`config.mk`:
```
export PLATFORM = sky130hd
export DESIGN_NAME = sspc_regs
export DESIGN_NICKNAME = d
export VERILOG_FILES = /design/src/pkg/sspc_pkg.sv /design/src/sspc_regs.sv
export SDC_FILE = /design/constraint.sdc
export NUM_CORES = 1
export LEC_CHECK = 0
export ABC_AREA = 0
export BUFFER_PORTS_ARGS = -buffer_cell sky130_fd_sc_hd__buf_2
export CORE_MARGIN = 2
export CORE_UTILIZATION = 25
export CTS_BUF_LIST = sky130_fd_sc_hd__clkbuf_4
export CTS_CLUSTER_DIAMETER = 100
export DETAILED_ROUTE_END_ITERATION = 8
export HOLD_SLACK_MARGIN = 0.1
export PLACE_DENSITY_LB_ADDON = 0.3
export SYNTH_ARGS = -nofsm -noshare
export SYNTH_HDL_FRONTEND = slang
export SYNTH_SLANG_ARGS = --single-unit
export TNS_END_PERCENT = 50
```
`constraint.sdc`:
```
create_clock -name clk_sys_i -period 1.8 [get_ports clk_sys_i]
set_input_delay 0.36 -clock clk_sys_i [delete_from_list [all_inputs] [get_ports clk_sys_i]]
set_output_delay 0.36 -clock clk_sys_i [all_outputs]
set_load 0.005 [all_outputs]
```
`src/pkg/sspc_pkg.sv`:
```
// constants, carrier structs and state types for the serial port register bank
package sspc_pkg;

  // register byte addresses
  localparam logic [7:0] OFS_STATUS   = 8'h00;
  localparam logic [7:0] OFS_CONTROL  = 8'h04;
  localparam logic [7:0] OFS_BUFFER   = 8'h08;
  localparam logic [7:0] OFS_ADDRDIV  = 8'h0C;
  localparam logic [7:0] OFS_SEQUENCE = 8'h10;

  // status bit positions
  localparam int ST_SMP = 7;
  localparam int ST_CKE = 6;
  localparam int ST_DA  = 5;
  localparam int ST_P   = 4;
  localparam int ST_S   = 3;
  localparam int ST_RW  = 2;
  localparam int ST_UA  = 1;
  localparam int ST_BF  = 0;
  // control bit positions
  localparam int CT_WRITE_COLLISION_FLAG = 7;
  localparam int CT_OVF  = 6;
  localparam int CT_EN   = 5;
  localparam int CT_CKP  = 4;

  // reset values
  localparam logic [7:0] RST_STATUS  = 8'h00;
  localparam logic [7:0] RST_CONTROL = 8'h00;
  localparam logic [7:0] RST_BYTE    = 8'h00;
  localparam logic [4:0] RST_SEQ     = 5'h00;

  // mode codes
  localparam logic [3:0] MD_SPI_M4    = 4'h0;
  localparam logic [3:0] MD_SPI_M16   = 4'h1;
  localparam logic [3:0] MD_SPI_M64   = 4'h2;
  localparam logic [3:0] MD_SPI_MTMR  = 4'h3;
  localparam logic [3:0] MD_SPI_S_SS  = 4'h4;
  localparam logic [3:0] MD_SPI_S     = 4'h5;
  localparam logic [3:0] MD_I2C_S7    = 4'h6;
  localparam logic [3:0] MD_I2C_S10   = 4'h7;
  localparam logic [3:0] MD_I2C_M     = 4'h8;
  localparam logic [3:0] MD_LOAD_MASK = 4'h9;
  localparam logic [3:0] MD_I2C_FW    = 4'hB;
  localparam logic [3:0] MD_I2C_S7I   = 4'hE;
  localparam logic [3:0] MD_I2C_S10I  = 4'hF;

  localparam logic [1:0] RESP_OKAY   = 2'h0;
  localparam logic [1:0] RESP_SLVERR = 2'h2;

  typedef enum logic [0:0] {WR_IDLE = 1'b0, WR_RESP = 1'b1} sspc_wr_t;
  typedef enum logic [0:0] {RD_IDLE = 1'b0, RD_RESP = 1'b1} sspc_rd_t;

  // events from the shift engine, same clock
  typedef struct packed {
    logic       byte_done;
    logic [7:0] rx_byte;
    logic       rx_is_data;
    logic       start_seen;
    logic       stop_seen;
    logic       addr_match;
    logic       addr_rw;
    logic       nack_seen;
    logic       ua_req;
    logic       tx_busy;
    logic       tx_done;
    logic [4:0] seq_done;
  } sspc_evt_t;

  // configuration towards the shift engine and pin muxes
  typedef struct packed {
    logic       pins_owned;
    logic       spi_master;
    logic [1:0] rate_sel;
    logic       rate_timer;
    logic       spi_slave;
    logic       ss_gating;
    logic       i2c_slave;
    logic       addr10;
    logic       cond_irq_en;
    logic       i2c_master;
    logic       fw_master;
    logic       load_mask;
    logic       clk_idle_high;
    logic       shift_on_rise;
    logic       sample_at_end;
    logic       slew_limit_en;
    logic       scl_hold;
    logic [4:0] seq_enable;
    logic       port_idle;
    logic [7:0] addr_div;
  } sspc_cfg_t;

endpackage

```
`src/sspc_regs.sv`:
```
// register bank and flag logic of the synchronous serial port, axi4-lite slave
`timescale 1ns/1ps
`default_nettype none
module sspc_regs (
  input  wire logic               clk_sys_i,
  input  wire logic               arst_n_i,
  input  wire logic [7:0]         s_axi_awaddr_i,
  input  wire logic               s_axi_awvalid_i,
  output logic                    s_axi_awready_o,
  input  wire logic [31:0]        s_axi_wdata_i,
  input  wire logic [3:0]         s_axi_wstrb_i,
  input  wire logic               s_axi_wvalid_i,
  output logic                    s_axi_wready_o,
  output logic [1:0]              s_axi_bresp_o,
  output logic                    s_axi_bvalid_o,
  input  wire logic               s_axi_bready_i,
  input  wire logic [7:0]         s_axi_araddr_i,
  input  wire logic               s_axi_arvalid_i,
  output logic                    s_axi_arready_o,
  output logic [31:0]             s_axi_rdata_o,
  output logic [1:0]              s_axi_rresp_o,
  output logic                    s_axi_rvalid_o,
  input  wire logic               s_axi_rready_i,
  input  wire sspc_pkg::sspc_evt_t evt_i,
  output sspc_pkg::sspc_cfg_t     cfg_o,
  output logic                    tx_load_o,
  output logic [7:0]              tx_byte_o,
  output logic                    byte_irq_o
);
  import sspc_pkg::*;

  typedef struct packed {
    sspc_wr_t   wr_st;
    logic       aw_full;
    logic [7:0] aw_addr;
    logic       w_full;
    logic [7:0] w_byte;
    logic       w_lane0;
    logic       awready;
    logic       wready;
    logic [1:0] bresp;
    sspc_rd_t   rd_st;
    logic       arready;
    logic [31:0] rdata;
    logic [1:0] rresp;
    logic [7:0] status;
    logic [7:0] control;
    logic [7:0] xfer_buf;
    logic [7:0] addr_div;
    logic [4:0] seq;
    sspc_cfg_t  cfg;
    logic       tx_load;
    logic       byte_irq;
  } sspc_state_t;

  sspc_state_t st_reg;
  sspc_state_t st_next;

  // i2c family decode, shared by flags and configuration
  function automatic logic mode_is_i2c(input logic [3:0] m);
    return (m == MD_I2C_S7) || (m == MD_I2C_S10) || (m == MD_I2C_M) ||
           (m == MD_I2C_FW) || (m == MD_I2C_S7I) || (m == MD_I2C_S10I);
  endfunction

  function automatic logic mode_is_i2c_slave(input logic [3:0] m);
    return (m == MD_I2C_S7) || (m == MD_I2C_S10) ||
           (m == MD_I2C_S7I) || (m == MD_I2C_S10I);
  endfunction

  function automatic logic mode_is_spi_slave(input logic [3:0] m);
    return (m == MD_SPI_S_SS) || (m == MD_SPI_S);
  endfunction

  function automatic logic mode_is_spi_master(input logic [3:0] m);
    return (m[3:2] == 2'b00);
  endfunction

  // local decode of the current mode
  logic [3:0] mode;
  logic       in_i2c;
  logic       in_i2c_m;
  logic       slave_mode;
  logic       bus_idle;
  logic       do_write;
  logic       wr_hit;
  logic       rd_hit;
  logic [7:0] rd_val;
  logic       collide;
  logic       buf_wr;
  logic       buf_rd;

  always_comb begin
    mode       = st_reg.control[3:0];
    in_i2c     = mode_is_i2c(mode);
    in_i2c_m   = (mode == MD_I2C_M) || (mode == MD_I2C_FW);
    slave_mode = mode_is_spi_slave(mode) || mode_is_i2c_slave(mode);
    bus_idle   = ~(st_reg.status[ST_RW] | (|st_reg.seq));
  end

  // address decode for write and read paths
  always_comb begin
    do_write = st_reg.aw_full && st_reg.w_full && (st_reg.wr_st == WR_IDLE);
    wr_hit   = (st_reg.aw_addr == OFS_STATUS) || (st_reg.aw_addr == OFS_CONTROL) ||
               (st_reg.aw_addr == OFS_BUFFER) || (st_reg.aw_addr == OFS_ADDRDIV) ||
               (st_reg.aw_addr == OFS_SEQUENCE);
    rd_hit   = 1'b1;
    rd_val   = 8'h00;
    unique case (s_axi_araddr_i)
      OFS_STATUS:   rd_val = st_reg.status;
      OFS_CONTROL:  rd_val = st_reg.control;
      OFS_BUFFER:   rd_val = st_reg.xfer_buf;
      OFS_ADDRDIV:  rd_val = st_reg.addr_div;
      OFS_SEQUENCE: rd_val = {3'h0, st_reg.seq};
      default:      rd_hit = 1'b0;
    endcase
    buf_wr  = do_write && st_reg.w_lane0 && (st_reg.aw_addr == OFS_BUFFER);
    buf_rd  = s_axi_arvalid_i && st_reg.arready && (s_axi_araddr_i == OFS_BUFFER);
    // a write that the transfer cannot accept now is dropped
    collide = evt_i.tx_busy || (in_i2c_m && !bus_idle);
  end

  // next state of bus slave, registers and flags
  always_comb begin
    st_next = st_reg;
    st_next.tx_load  = 1'b0;
    st_next.byte_irq = 1'b0;

    // write address and data are taken independently
    if (s_axi_awvalid_i && st_reg.awready) begin
      st_next.aw_full = 1'b1;
      st_next.aw_addr = s_axi_awaddr_i;
    end
    if (s_axi_wvalid_i && st_reg.wready) begin
      st_next.w_full  = 1'b1;
      st_next.w_byte  = s_axi_wdata_i[7:0];
      st_next.w_lane0 = s_axi_wstrb_i[0];
    end
    if (do_write) begin
      st_next.aw_full = 1'b0;
      st_next.w_full  = 1'b0;
      st_next.wr_st   = WR_RESP;
      st_next.bresp   = wr_hit ? RESP_OKAY : RESP_SLVERR;
    end
    if ((st_reg.wr_st == WR_RESP) && s_axi_bready_i) begin
      st_next.wr_st = WR_IDLE;
    end
    st_next.awready = !st_next.aw_full && (st_next.wr_st == WR_IDLE);
    st_next.wready  = !st_next.w_full && (st_next.wr_st == WR_IDLE);

    // read path, one outstanding read
    if (s_axi_arvalid_i && st_reg.arready) begin
      st_next.rd_st = RD_RESP;
      st_next.rdata = {24'h000000, rd_val};
      st_next.rresp = rd_hit ? RESP_OKAY : RESP_SLVERR;
    end else if ((st_reg.rd_st == RD_RESP) && s_axi_rready_i) begin
      st_next.rd_st = RD_IDLE;
    end
    st_next.arready = (st_next.rd_st == RD_IDLE);

    // software writes, low byte lane only
    if (do_write && st_reg.w_lane0) begin
      unique case (st_reg.aw_addr)
        OFS_STATUS: begin
          st_next.status[ST_SMP] = st_reg.w_byte[ST_SMP];
          st_next.status[ST_CKE] = st_reg.w_byte[ST_CKE];
        end
        OFS_CONTROL: begin
          // flags only clear from software, events below win
          st_next.control[CT_WRITE_COLLISION_FLAG] = st_reg.control[CT_WRITE_COLLISION_FLAG] & st_reg.w_byte[CT_WRITE_COLLISION_FLAG];
          st_next.control[CT_OVF]  = st_reg.control[CT_OVF] & st_reg.w_byte[CT_OVF];
          st_next.control[5:0]     = st_reg.w_byte[5:0];
        end
        OFS_ADDRDIV: begin
          st_next.addr_div      = st_reg.w_byte;
          st_next.status[ST_UA] = 1'b0;
        end
        OFS_SEQUENCE: begin
          if (bus_idle) begin
            st_next.seq = st_reg.w_byte[4:0];
          end
        end
        OFS_BUFFER: begin
          if (collide) begin
            st_next.control[CT_WRITE_COLLISION_FLAG] = 1'b1;
          end else begin
            st_next.xfer_buf = st_reg.w_byte;
            st_next.tx_load  = 1'b1;
            if (in_i2c) begin
              st_next.status[ST_BF] = 1'b1;
            end
          end
        end
        default: begin
        end
      endcase
    end

    // buffer read empties it
    if (buf_rd) begin
      st_next.status[ST_BF] = 1'b0;
    end
    // i2c transmit data bits finished
    if (in_i2c && evt_i.tx_done) begin
      st_next.status[ST_BF] = 1'b0;
    end
    // engine finished a master sequence
    st_next.seq = st_next.seq & ~evt_i.seq_done;

    // completed byte moves to buffer unless the buffer is still full
    // a buffer read in the same cycle frees it, so the new byte lands
    if (evt_i.byte_done) begin
      st_next.byte_irq = 1'b1;
      if (st_reg.status[ST_BF] && !buf_rd) begin
        st_next.control[CT_OVF] = 1'b1;
      end else begin
        st_next.xfer_buf      = evt_i.rx_byte;
        st_next.status[ST_BF] = 1'b1;
      end
      if (in_i2c) begin
        st_next.status[ST_DA] = evt_i.rx_is_data;
      end
    end

    // bus conditions, last one seen wins
    if (evt_i.start_seen) begin
      st_next.status[ST_S] = 1'b1;
      st_next.status[ST_P] = 1'b0;
    end
    if (evt_i.stop_seen) begin
      st_next.status[ST_P] = 1'b1;
      st_next.status[ST_S] = 1'b0;
    end

    // direction flag depends on master or slave role
    if (in_i2c_m) begin
      st_next.status[ST_RW] = evt_i.tx_busy;
    end else if (evt_i.addr_match) begin
      st_next.status[ST_RW] = evt_i.addr_rw;
    end else if (evt_i.start_seen || evt_i.stop_seen || evt_i.nack_seen) begin
      st_next.status[ST_RW] = 1'b0;
    end
    if (evt_i.ua_req && st_reg.control[0] && mode_is_i2c_slave(mode)) begin
      st_next.status[ST_UA] = 1'b1;
    end

    // disabled port drops bus condition flags and sequences
    if (!st_next.control[CT_EN]) begin
      st_next.status[ST_S] = 1'b0;
      st_next.status[ST_P] = 1'b0;
      st_next.seq          = RST_SEQ;
    end

    // configuration seen by the engine, registered
    st_next.cfg.pins_owned    = st_next.control[CT_EN];
    st_next.cfg.spi_master    = mode_is_spi_master(st_next.control[3:0]);
    st_next.cfg.rate_sel      = st_next.control[1:0];
    st_next.cfg.rate_timer    = (st_next.control[3:0] == MD_SPI_MTMR);
    st_next.cfg.spi_slave     = mode_is_spi_slave(st_next.control[3:0]);
    st_next.cfg.ss_gating     = (st_next.control[3:0] == MD_SPI_S_SS);
    st_next.cfg.i2c_slave     = mode_is_i2c_slave(st_next.control[3:0]);
    st_next.cfg.addr10        = st_next.control[0] && st_next.cfg.i2c_slave;
    st_next.cfg.cond_irq_en   = st_next.control[3] && st_next.cfg.i2c_slave;
    st_next.cfg.i2c_master    = (st_next.control[3:0] == MD_I2C_M);
    st_next.cfg.fw_master     = (st_next.control[3:0] == MD_I2C_FW);
    st_next.cfg.load_mask     = (st_next.control[3:0] == MD_LOAD_MASK);
    st_next.cfg.clk_idle_high = st_next.control[CT_CKP];
    st_next.cfg.shift_on_rise = st_next.status[ST_CKE] ^ st_next.control[CT_CKP];
    st_next.cfg.sample_at_end = st_next.status[ST_SMP] && st_next.cfg.spi_master;
    st_next.cfg.slew_limit_en = !st_next.status[ST_SMP] &&
                                mode_is_i2c(st_next.control[3:0]);
    st_next.cfg.scl_hold      = st_next.cfg.i2c_slave && !st_next.control[CT_CKP];
    st_next.cfg.seq_enable    = st_next.seq;
    st_next.cfg.port_idle     = !(st_next.status[ST_RW] | (|st_next.seq));
    st_next.cfg.addr_div      = st_next.addr_div;
  end

  // single state register
  always_ff @(posedge clk_sys_i or negedge arst_n_i) begin
    if (!arst_n_i) begin
      st_reg          <= '0;
      st_reg.wr_st    <= WR_IDLE;
      st_reg.rd_st    <= RD_IDLE;
      st_reg.awready  <= 1'b1;
      st_reg.wready   <= 1'b1;
      st_reg.arready  <= 1'b1;
      st_reg.status   <= RST_STATUS;
      st_reg.control  <= RST_CONTROL;
      st_reg.xfer_buf <= RST_BYTE;
      st_reg.addr_div <= RST_BYTE;
      st_reg.seq      <= RST_SEQ;
      st_reg.cfg.port_idle     <= 1'b1;
      st_reg.cfg.spi_master    <= 1'b1;
      st_reg.cfg.slew_limit_en <= 1'b0;
    end else begin
      st_reg <= st_next;
    end
  end

  // outputs straight from the state register
  assign s_axi_awready_o = st_reg.awready;
  assign s_axi_wready_o  = st_reg.wready;
  assign s_axi_bvalid_o  = st_reg.wr_st[0];
  assign s_axi_bresp_o   = st_reg.bresp;
  assign s_axi_arready_o = st_reg.arready;
  assign s_axi_rvalid_o  = st_reg.rd_st[0];
  assign s_axi_rdata_o   = st_reg.rdata;
  assign s_axi_rresp_o   = st_reg.rresp;
  assign cfg_o           = st_reg.cfg;
  assign tx_load_o       = st_reg.tx_load;
  assign tx_byte_o       = st_reg.xfer_buf;
  assign byte_irq_o      = st_reg.byte_irq;

  // checks on flags and configuration
  ovf_on_full_a: assert property (
    @(posedge clk_sys_i) disable iff (!arst_n_i)
    evt_i.byte_done && st_reg.status[ST_BF] && !buf_rd |=> st_reg.control[CT_OVF])
    else $error("overflow not raised on full buffer");

  ovf_keeps_buf_a: assert property (
    @(posedge clk_sys_i) disable iff (!arst_n_i)
    evt_i.byte_done && st_reg.status[ST_BF] && !buf_rd && !buf_wr |=> $stable(st_reg.xfer_buf))
    else $error("buffer overwritten on overflow");

  byte_to_buf_a: assert property (
    @(posedge clk_sys_i) disable iff (!arst_n_i)
    evt_i.byte_done && (!st_reg.status[ST_BF] || buf_rd)
    |=> st_reg.status[ST_BF] && st_reg.xfer_buf == $past(evt_i.rx_byte) && byte_irq_o)
    else $error("received byte not moved to buffer");

  cond_cleared_a: assert property (
    @(posedge clk_sys_i) disable iff (!arst_n_i)
    !st_reg.control[CT_EN] |-> !st_reg.status[ST_S] && !st_reg.status[ST_P])
    else $error("start or stop flag set while disabled");

  master_write_collision_flag_a: assert property (
    @(posedge clk_sys_i) disable iff (!arst_n_i)
    buf_wr && in_i2c_m && !bus_idle |=> st_reg.control[CT_WRITE_COLLISION_FLAG] && !tx_load_o)
    else $error("busy master write not flagged");

  scl_stretch_a: assert property (
    @(posedge clk_sys_i) disable iff (!arst_n_i)
    cfg_o.scl_hold == (mode_is_i2c_slave(mode) && !st_reg.control[CT_CKP]))
    else $error("clock stretch does not follow polarity bit");

  shift_edge_a: assert property (
    @(posedge clk_sys_i) disable iff (!arst_n_i)
    cfg_o.shift_on_rise == (st_reg.status[ST_CKE] != st_reg.control[CT_CKP]))
    else $error("shift edge wrong for polarity");

  bf_read_clr_a: assert property (
    @(posedge clk_sys_i) disable iff (!arst_n_i)
    buf_rd && !evt_i.byte_done && !buf_wr |=> !st_reg.status[ST_BF])
    else $error("buffer full not cleared by read");

endmodule
`default_nettype wire

```
==> results.cfg, run 1 <==
[routing]
drc_markers = 0
avgRoutedWirePerCell_microns = 16.1
detail_route.iter0.violations = 166
drt-vias-per-instance = 4.36
firstDrtPassIters = 4
routed_wirelength_microns = 13300
vias = 3595
postRouteAntennaNets = 0

[sta]
number_of_failing_hold_endpoints_at_the_final_stage = 0
slew_viol_final = 0
fin_ws_ns = -0.264
grt_setup_unrepaired = yes
setup_viol = 43
min_period_over_period_pct = 115
max-slew-margin-rel_pct = 66.6
worst_pin_slew_ns = 0.502
finalCriticalPeriod_ns = 2.06
skew_ns = 0.0186
timing.fmax_mhz = 485

[critical_path]
cp_data_arrival_time_ns = 2.51
worst_setup_path_end_kind = register
critical_path_class = register to register
timing.reg2reg.worst_path_depth = 7
start_kind = register
crit_required_ns = 2.24
crit_fanout = 17

[place]
gpl.final_weighted_congestion = 0.807
io_buffers = 111
detailed_place.area_sq_um = 5390
dp_hpwl_microns = 10000

[floorplan]
io_pins = 165
initial_core_util_pct = 25.5
coreArea_sq_um = 18000
placementRows = 49
horizontal_die_dimension_microns = 139
die_height_microns = 139
dieArea_sq_um = 19400

[synth]
synth_enable_flop_cells = 0
synthTopCellsByCount = 83 x sky130_fd_sc_hd__dfrtp_1, 78 x sky130_fd_sc_hd__buf_4, 39 x sky130_fd_sc_hd__nand2_1, 30 x sky130_fd_sc_hd__mux2_2, 26 x sky130_fd_sc_hd__nor2_1
synth.top_cells.by_area = sky130_fd_sc_hd__dfrtp_1 45%, sky130_fd_sc_hd__buf_4 13%, sky130_fd_sc_hd__mux2_2 7.4%
synth_area_sq_um = 4580
yosys_warnings = 0
synth-seq-area-share_pct = 48.2
asyncSetResetFlopFracSynth_pct = 100
library_cells_used_by_synthesis = 55
avgSynthCellArea_sq_um = 10.6
synth_most_common_cell = sky130_fd_sc_hd__dfrtp_1
synth.largest_area_cell = sky130_fd_sc_hd__dfrtp_1
netlist_instances = 432
ys_dominant_reg_cell = sky130_fd_sc_hd__dfrtp_1
proportion_of_netlist_area_held_by_the_largest_area_contributor_pct = 45.3
flops_latches_synth = 88

[global_route]
overflow_left_after_global_routing = 0
grt_max_degree = 34
gr_usage_total_pct = 13.8
grt_antenna_before_repair = 0
wire_length_of_the_first_global_routing_pass_microns = 20900
first_global_vias = 3834

[finish]
final_nets = 672
largest_register_ff_count = 31
areaGrowthSynthToFinish_pct = 36.7
utilization_pct = 34.8
antennaDiodeCount = 0
postLayoutCellArea_sq_um = 6260
num-fill-cells = 1838
drive_gt1_share_pct = 47.9

[outcome]
run_status = finished with violations
violations = setup timing

[clock_network]
clk_pin_slew_worst_paths_ns = 0.16
cts-buffers-inserted = 9
clock_sink_count = 88
cts_tree = done
clock_tree.buffer_depth = 2
clock_tree.htree_level_count = 3
clock_latency_ns = 0.48
cts_root_buffer = sky130_fd_sc_hd__clkbuf_4

[power_and_ir_drop]
seqPwrFrac_pct = 48.3
cellInternalPower_uw = 3980
power_frac_clock_pct = 19.4
power.leakage_uw = 0.00300
switching_share_pct = 36.4
power.density_cell_area_nw_per_um2 = 1000
power.share.combinational_pct = 32.3
finalPower_uw = 6260
power.switching_uw = 2280
ir_drop_mv = 0.597

[run]
cap_violations = 0

[hold_path]
hold_class = primary input to register
worstHoldPathCells = 3
layout by cell type, fill, tap and decap left out, types with 3 or more instances in the layout:
master	synthesis	layout
sky130_fd_sc_hd__conb_1	1	26
sky130_fd_sc_hd__clkbuf_4	0	9
sky130_fd_sc_hd__a21oi_1	8	6
sky130_fd_sc_hd__inv_6	0	3
sky130_fd_sc_hd__o21ai_2	0	3
sky130_fd_sc_hd__mux4_2	3	3
sky130_fd_sc_hd__a211oi_1	5	5
sky130_fd_sc_hd__buf_12	0	8
sky130_fd_sc_hd__o211ai_1	9	9
sky130_fd_sc_hd__dfrtp_1	83	83
sky130_fd_sc_hd__mux2i_1	17	13
sky130_fd_sc_hd__o21ai_0	16	12
sky130_fd_sc_hd__nor2_1	26	25
sky130_fd_sc_hd__nor2b_1	8	8
sky130_fd_sc_hd__nand2_1	39	37
sky130_fd_sc_hd__nor3_2	1	5
sky130_fd_sc_hd__inv_1	16	15
sky130_fd_sc_hd__or4_4	2	3
sky130_fd_sc_hd__buf_6	1	8
sky130_fd_sc_hd__nand3_1	10	4
sky130_fd_sc_hd__mux2_2	30	20
sky130_fd_sc_hd__nor3_1	9	4
sky130_fd_sc_hd__nand2_2	1	3
sky130_fd_sc_hd__a41oi_1	5	5
sky130_fd_sc_hd__mux2_4	0	10
sky130_fd_sc_hd__buf_2	3	110
sky130_fd_sc_hd__dfstp_2	5	5
sky130_fd_sc_hd__a21oi_2	1	3
sky130_fd_sc_hd__or2_2	3	3
sky130_fd_sc_hd__dlygate4sd3_1	0	30
sky130_fd_sc_hd__a22o_1	3	3
sky130_fd_sc_hd__nand3_2	0	6
sky130_fd_sc_hd__buf_4	78	54
repair_timing:
action,4_1_cts,5_1_grt
hold buffers,30,0
gates resized for setup,39,23
endpoints found under the hold margin,55,0
pin swaps,17,8
buffers inserted,8,5
setup endpoints to repair,48,50
gates cloned,1,1
routing by layer:
| layer | global-route usage, % | vias to the layer above | wire [microns] |
|---|---|---|---|
| li1 | - | 1735 | - |
| met1 | 17.7 | 1743 | 5970 |
| met2 | 23.0 | 100 | 6470 |
| met3 | 2.89 | 17 | 590 |
| met4 | 5.37 | 0 | 274 |
| met5 | 0 | - | 0 |
worst paths after layout:
kind	start	to	slack, ns
setup reg to reg	st_reg[127]	st_reg[63]	-0.26
hold / removal	evt_i[21]	tx_byte_o[7]	0.12
setup / recovery	st_reg[127]	st_reg[63]	-0.26
min in group asynchronous	arst_n_i	s_axi_bvalid_o	0.36
max in group asynchronous	arst_n_i	s_axi_arready_o	0.84
hold reg to reg	s_axi_rresp_o[1]	s_axi_rresp_o[1]	0.50
metrics by stage:
step	setup TNS, ns	std cells	hold WS (ns)	worst slack (ns)
6_report	-6.63	824	0.123	-0.264
5_1_grt	-10.08	824	0.106	-0.321
4_1_cts	-6.53	818	0.109	-0.248
3_5_place_dp	-7.58	763	0.365	-0.368
3_3_place_gp	-5.91	763	0.351	-0.329
2_1_floorplan	-1.12	457	0.0644	-0.101
cells by family (layout without fill, tap and decap cells):
logic type,Yosys count,count (layout),synth area share [%]
mux,50,50,12.6
buf+inv,106,244,15.3
other cells,1,26,0.0819
compound gates,60,60,8.85
simple gates,126,126,14.8
flops,88,88,48.2
xor+xnor,1,1,0.191
area by class of cell:
type,count,area (sq um),share of cell area [%]
Timing Repair Buffer,212,1560,24.9
Sequential cell,88,2210,35.3
Tap cell,229,287,4.58
Multi-Input combinational cell,263,2000,32.0
Clock buffer,9,67.6,1.08
Inverter,16,60.1,0.959
Clock inverter,7,77.6,1.24
power groups by stage:
| stage | Clock [uW] | Combinational (uW) | Sequential (uW) |
|---|---|---|---|
| finish | 1210 | 2020 | 3020 |
| CTS | 1260 | 1990 | 3000 |
| floorplan | 0 | 1230 | 2790 |
| detailed placement | 0 | 1790 | 3010 |
| global route | 1360 | 2230 | 3110 |
| global placement | 0 | 1760 | 2980 |
critical path, stage by stage, from the launching register on:
cell	delay (ns)
sky130_fd_sc_hd__dfrtp_1	0.43
sky130_fd_sc_hd__or4_4	0.57
sky130_fd_sc_hd__nor4_4	0.25
sky130_fd_sc_hd__buf_4	0.18
sky130_fd_sc_hd__o2111a_2	0.22
sky130_fd_sc_hd__buf_12	0.15
sky130_fd_sc_hd__or2_2	0.11
sky130_fd_sc_hd__a31o_2	0.13
No activity file was read; power rests on OpenSTA's default activity.
==> run 2: changes to the inputs <==
--- a/config.mk
+++ b/config.mk
@@ -7,6 +7,7 @@
 export LEC_CHECK = 0
 export ABC_AREA = 0
 export BUFFER_PORTS_ARGS = -buffer_cell sky130_fd_sc_hd__buf_2
+export CORE_ASPECT_RATIO = 1.2
 export CORE_MARGIN = 2
 export CORE_UTILIZATION = 25
 export CTS_BUF_LIST = sky130_fd_sc_hd__clkbuf_4
==> results.cfg, run 2 (synthesized netlist as in run 1, its figures left out) <==
[outcome]
run_status = finished with violations
violations = setup timing

[critical_path]
reg2reg_slack_ns = -0.22
critical_path_depth = 8
critical_path_class = register to register
cp_cell_sequence = buf_6, or4_4, nor4_4, buf_4, o2111a_2, buf_12, or2_2, a31o_2
timing.reg2reg.worst_path_depth = 8
critical-path-max-stage-delay_ns = 0.45
reg2reg_from = st_reg[121]
setup.worst_path.start = st_reg[121]
cp_data_arrival_time_ns = 2.45
crit_required_ns = 2.24
critPathBufInv = 3
worst_setup_path_end_kind = register
reg2reg_to = st_reg[63]
start_kind = register
crit_fanout = 11
crit_path_end = st_reg[63]
timing.critical_path.slowest_stage_cell = sky130_fd_sc_hd__or4_4
cpLargestDelayFamily = simple AND/OR/NAND/NOR gates

[finish]
num-fill-cells = 1864
largest_register_ff_count = 31
layout_commonest_cell = sky130_fd_sc_hd__buf_2
area_of_the_multi_input_gates_sq_um = 1980
areaGrowthSynthToFinish_pct = 34.2
register_area_sq_um = 2210
drive_gt1_share_pct = 48.2
layout_common_cells = 110 x sky130_fd_sc_hd__buf_2, 83 x sky130_fd_sc_hd__dfrtp_1, 67 x sky130_fd_sc_hd__buf_4
utilization_pct = 34.1
final_nets = 668

[floorplan]
die_height_microns = 152
placementRows = 54
initial_core_util_pct = 25.4
coreArea_sq_um = 18000
io_pins = 165
horizontal_die_dimension_microns = 128
dieArea_sq_um = 19400

[place]
dp_hpwl_microns = 10200
io_buffers = 111
gpl.final_weighted_congestion = 0.808

[sta]
number_of_failing_hold_endpoints_at_the_final_stage = 0
min_period_over_period_pct = 112
finalCriticalPeriod_ns = 2.02
setup_viol = 32
timing.fmax_mhz = 496
hold-worst-slack_ns = 0.120
grt_setup_unrepaired = yes
slew_viol_final = 0
fin_ws_ns = -0.217
skew_ns = 0.0206

[global_route]
grt_antenna_before_repair = 1
first_global_vias = 3750
gr_usage_total_pct = 13.8
overflow_left_after_global_routing = 0
grt_max_degree = 54
wire_length_of_the_first_global_routing_pass_microns = 20400

[clock_network]
clock_latency_ns = 0.48
clk_pin_slew_worst_paths_ns = 0.14
clock_tree.htree_level_count = 3
cts-buffers-inserted = 9
cts_root_buffer = sky130_fd_sc_hd__clkbuf_4
clock_sink_count = 88
clock_tree.buffer_depth = 2
cts_tree = done

[routing]
detail_route.iter0.violations = 167
vias = 3585
routed_wirelength_microns = 13100
drc_markers = 0
avgRoutedWirePerCell_microns = 16.0
postRouteAntennaNets = 0
firstDrtPassIters = 4
drt-vias-per-instance = 4.38

[power_and_ir_drop]
power.density_cell_area_nw_per_um2 = 1040
ir_drop_mv = 0.629
power.leakage_uw = 0.00298

[hold_path]
hold_path_startpoint = evt_i[14]
hold_class = primary input to register

[run]
cap_violations = 0
run 2: metrics by stage:
step / TNS (ns) / total power [uW] / setup WS (ns) / instances / instance area (sq um)
4_1_cts: -5.19 / 6460 / -0.278 / 808 / 6040
5_1_grt: -7.51 / 6820 / -0.293 / 817 / 6140
3_5_place_dp: -9.83 / 4900 / -0.376 / 765 / 5410
6_report: -4.55 / 6410 / -0.217 / 818 / 6150
3_3_place_gp: -8.33 / 4830 / -0.312 / 765 / 5410
2_1_floorplan: -1.12 / 4020 / -0.101 / 457 / 4690
run 2: tightest hold or removal path, stage by stage:
cell and delay [ns]:
sky130_fd_sc_hd__buf_2 0.08, sky130_fd_sc_hd__nand2_1 0.04, sky130_fd_sc_hd__o211ai_1 0.08
run 2: layer usage:
layer  share of wire [%]  routed length (microns)  track usage [%]
met5                   0                        0                0
met1                  40                     5270             15.8
met3                 4.6                      608             3.23
met4                 2.2                      294             5.23
met2                  53                     6940             24.5
run 2: area by class of cell:
cell class | count | share of cell area, %
inverter | 16 | 0.977
sequential | 88 | 35.9
antenna | 3 | 0.122
clock buffer | 9 | 1.10
clock inverter | 7 | 1.79
multi-input combinational | 263 | 32.1
tap | 224 | 4.56
timing repair buffer | 208 | 23.4
run 2: worst min-delay path by stage:
stage                     slack [ns]  cells after the start            to
after floorplan                 0.06                      0    byte_irq_o
after global placement          0.24                      1    st_reg[60]
after detailed placement        0.25                      1    st_reg[60]
after CTS                       0.10                      3  tx_byte_o[7]
after global routing            0.10                      2   st_reg[112]
final                           0.12                      3  tx_byte_o[0]
run 2: what timing repair did:
action | in CTS | in global routing
hold endpoints to repair | 102 | 1
cloned | 1 | 0
pin swaps | 15 | 7
hold buffers | 19 | 1
buffers inserted | 8 | 8
setup endpoints to repair | 48 | 50
gates resized for setup | 44 | 14
run 2: where the power goes:
part / internal, uW / switching, uW / leakage [uW] / total (uW)
Sequential: 2450 / 542 / 0.00112 / 2990
Clock: 691 / 702 / 0.0000910 / 1390
Combinational: 1100 / 925 / 0.00176 / 2030
Total: 4240 / 2170 / 0.00298 / 6410
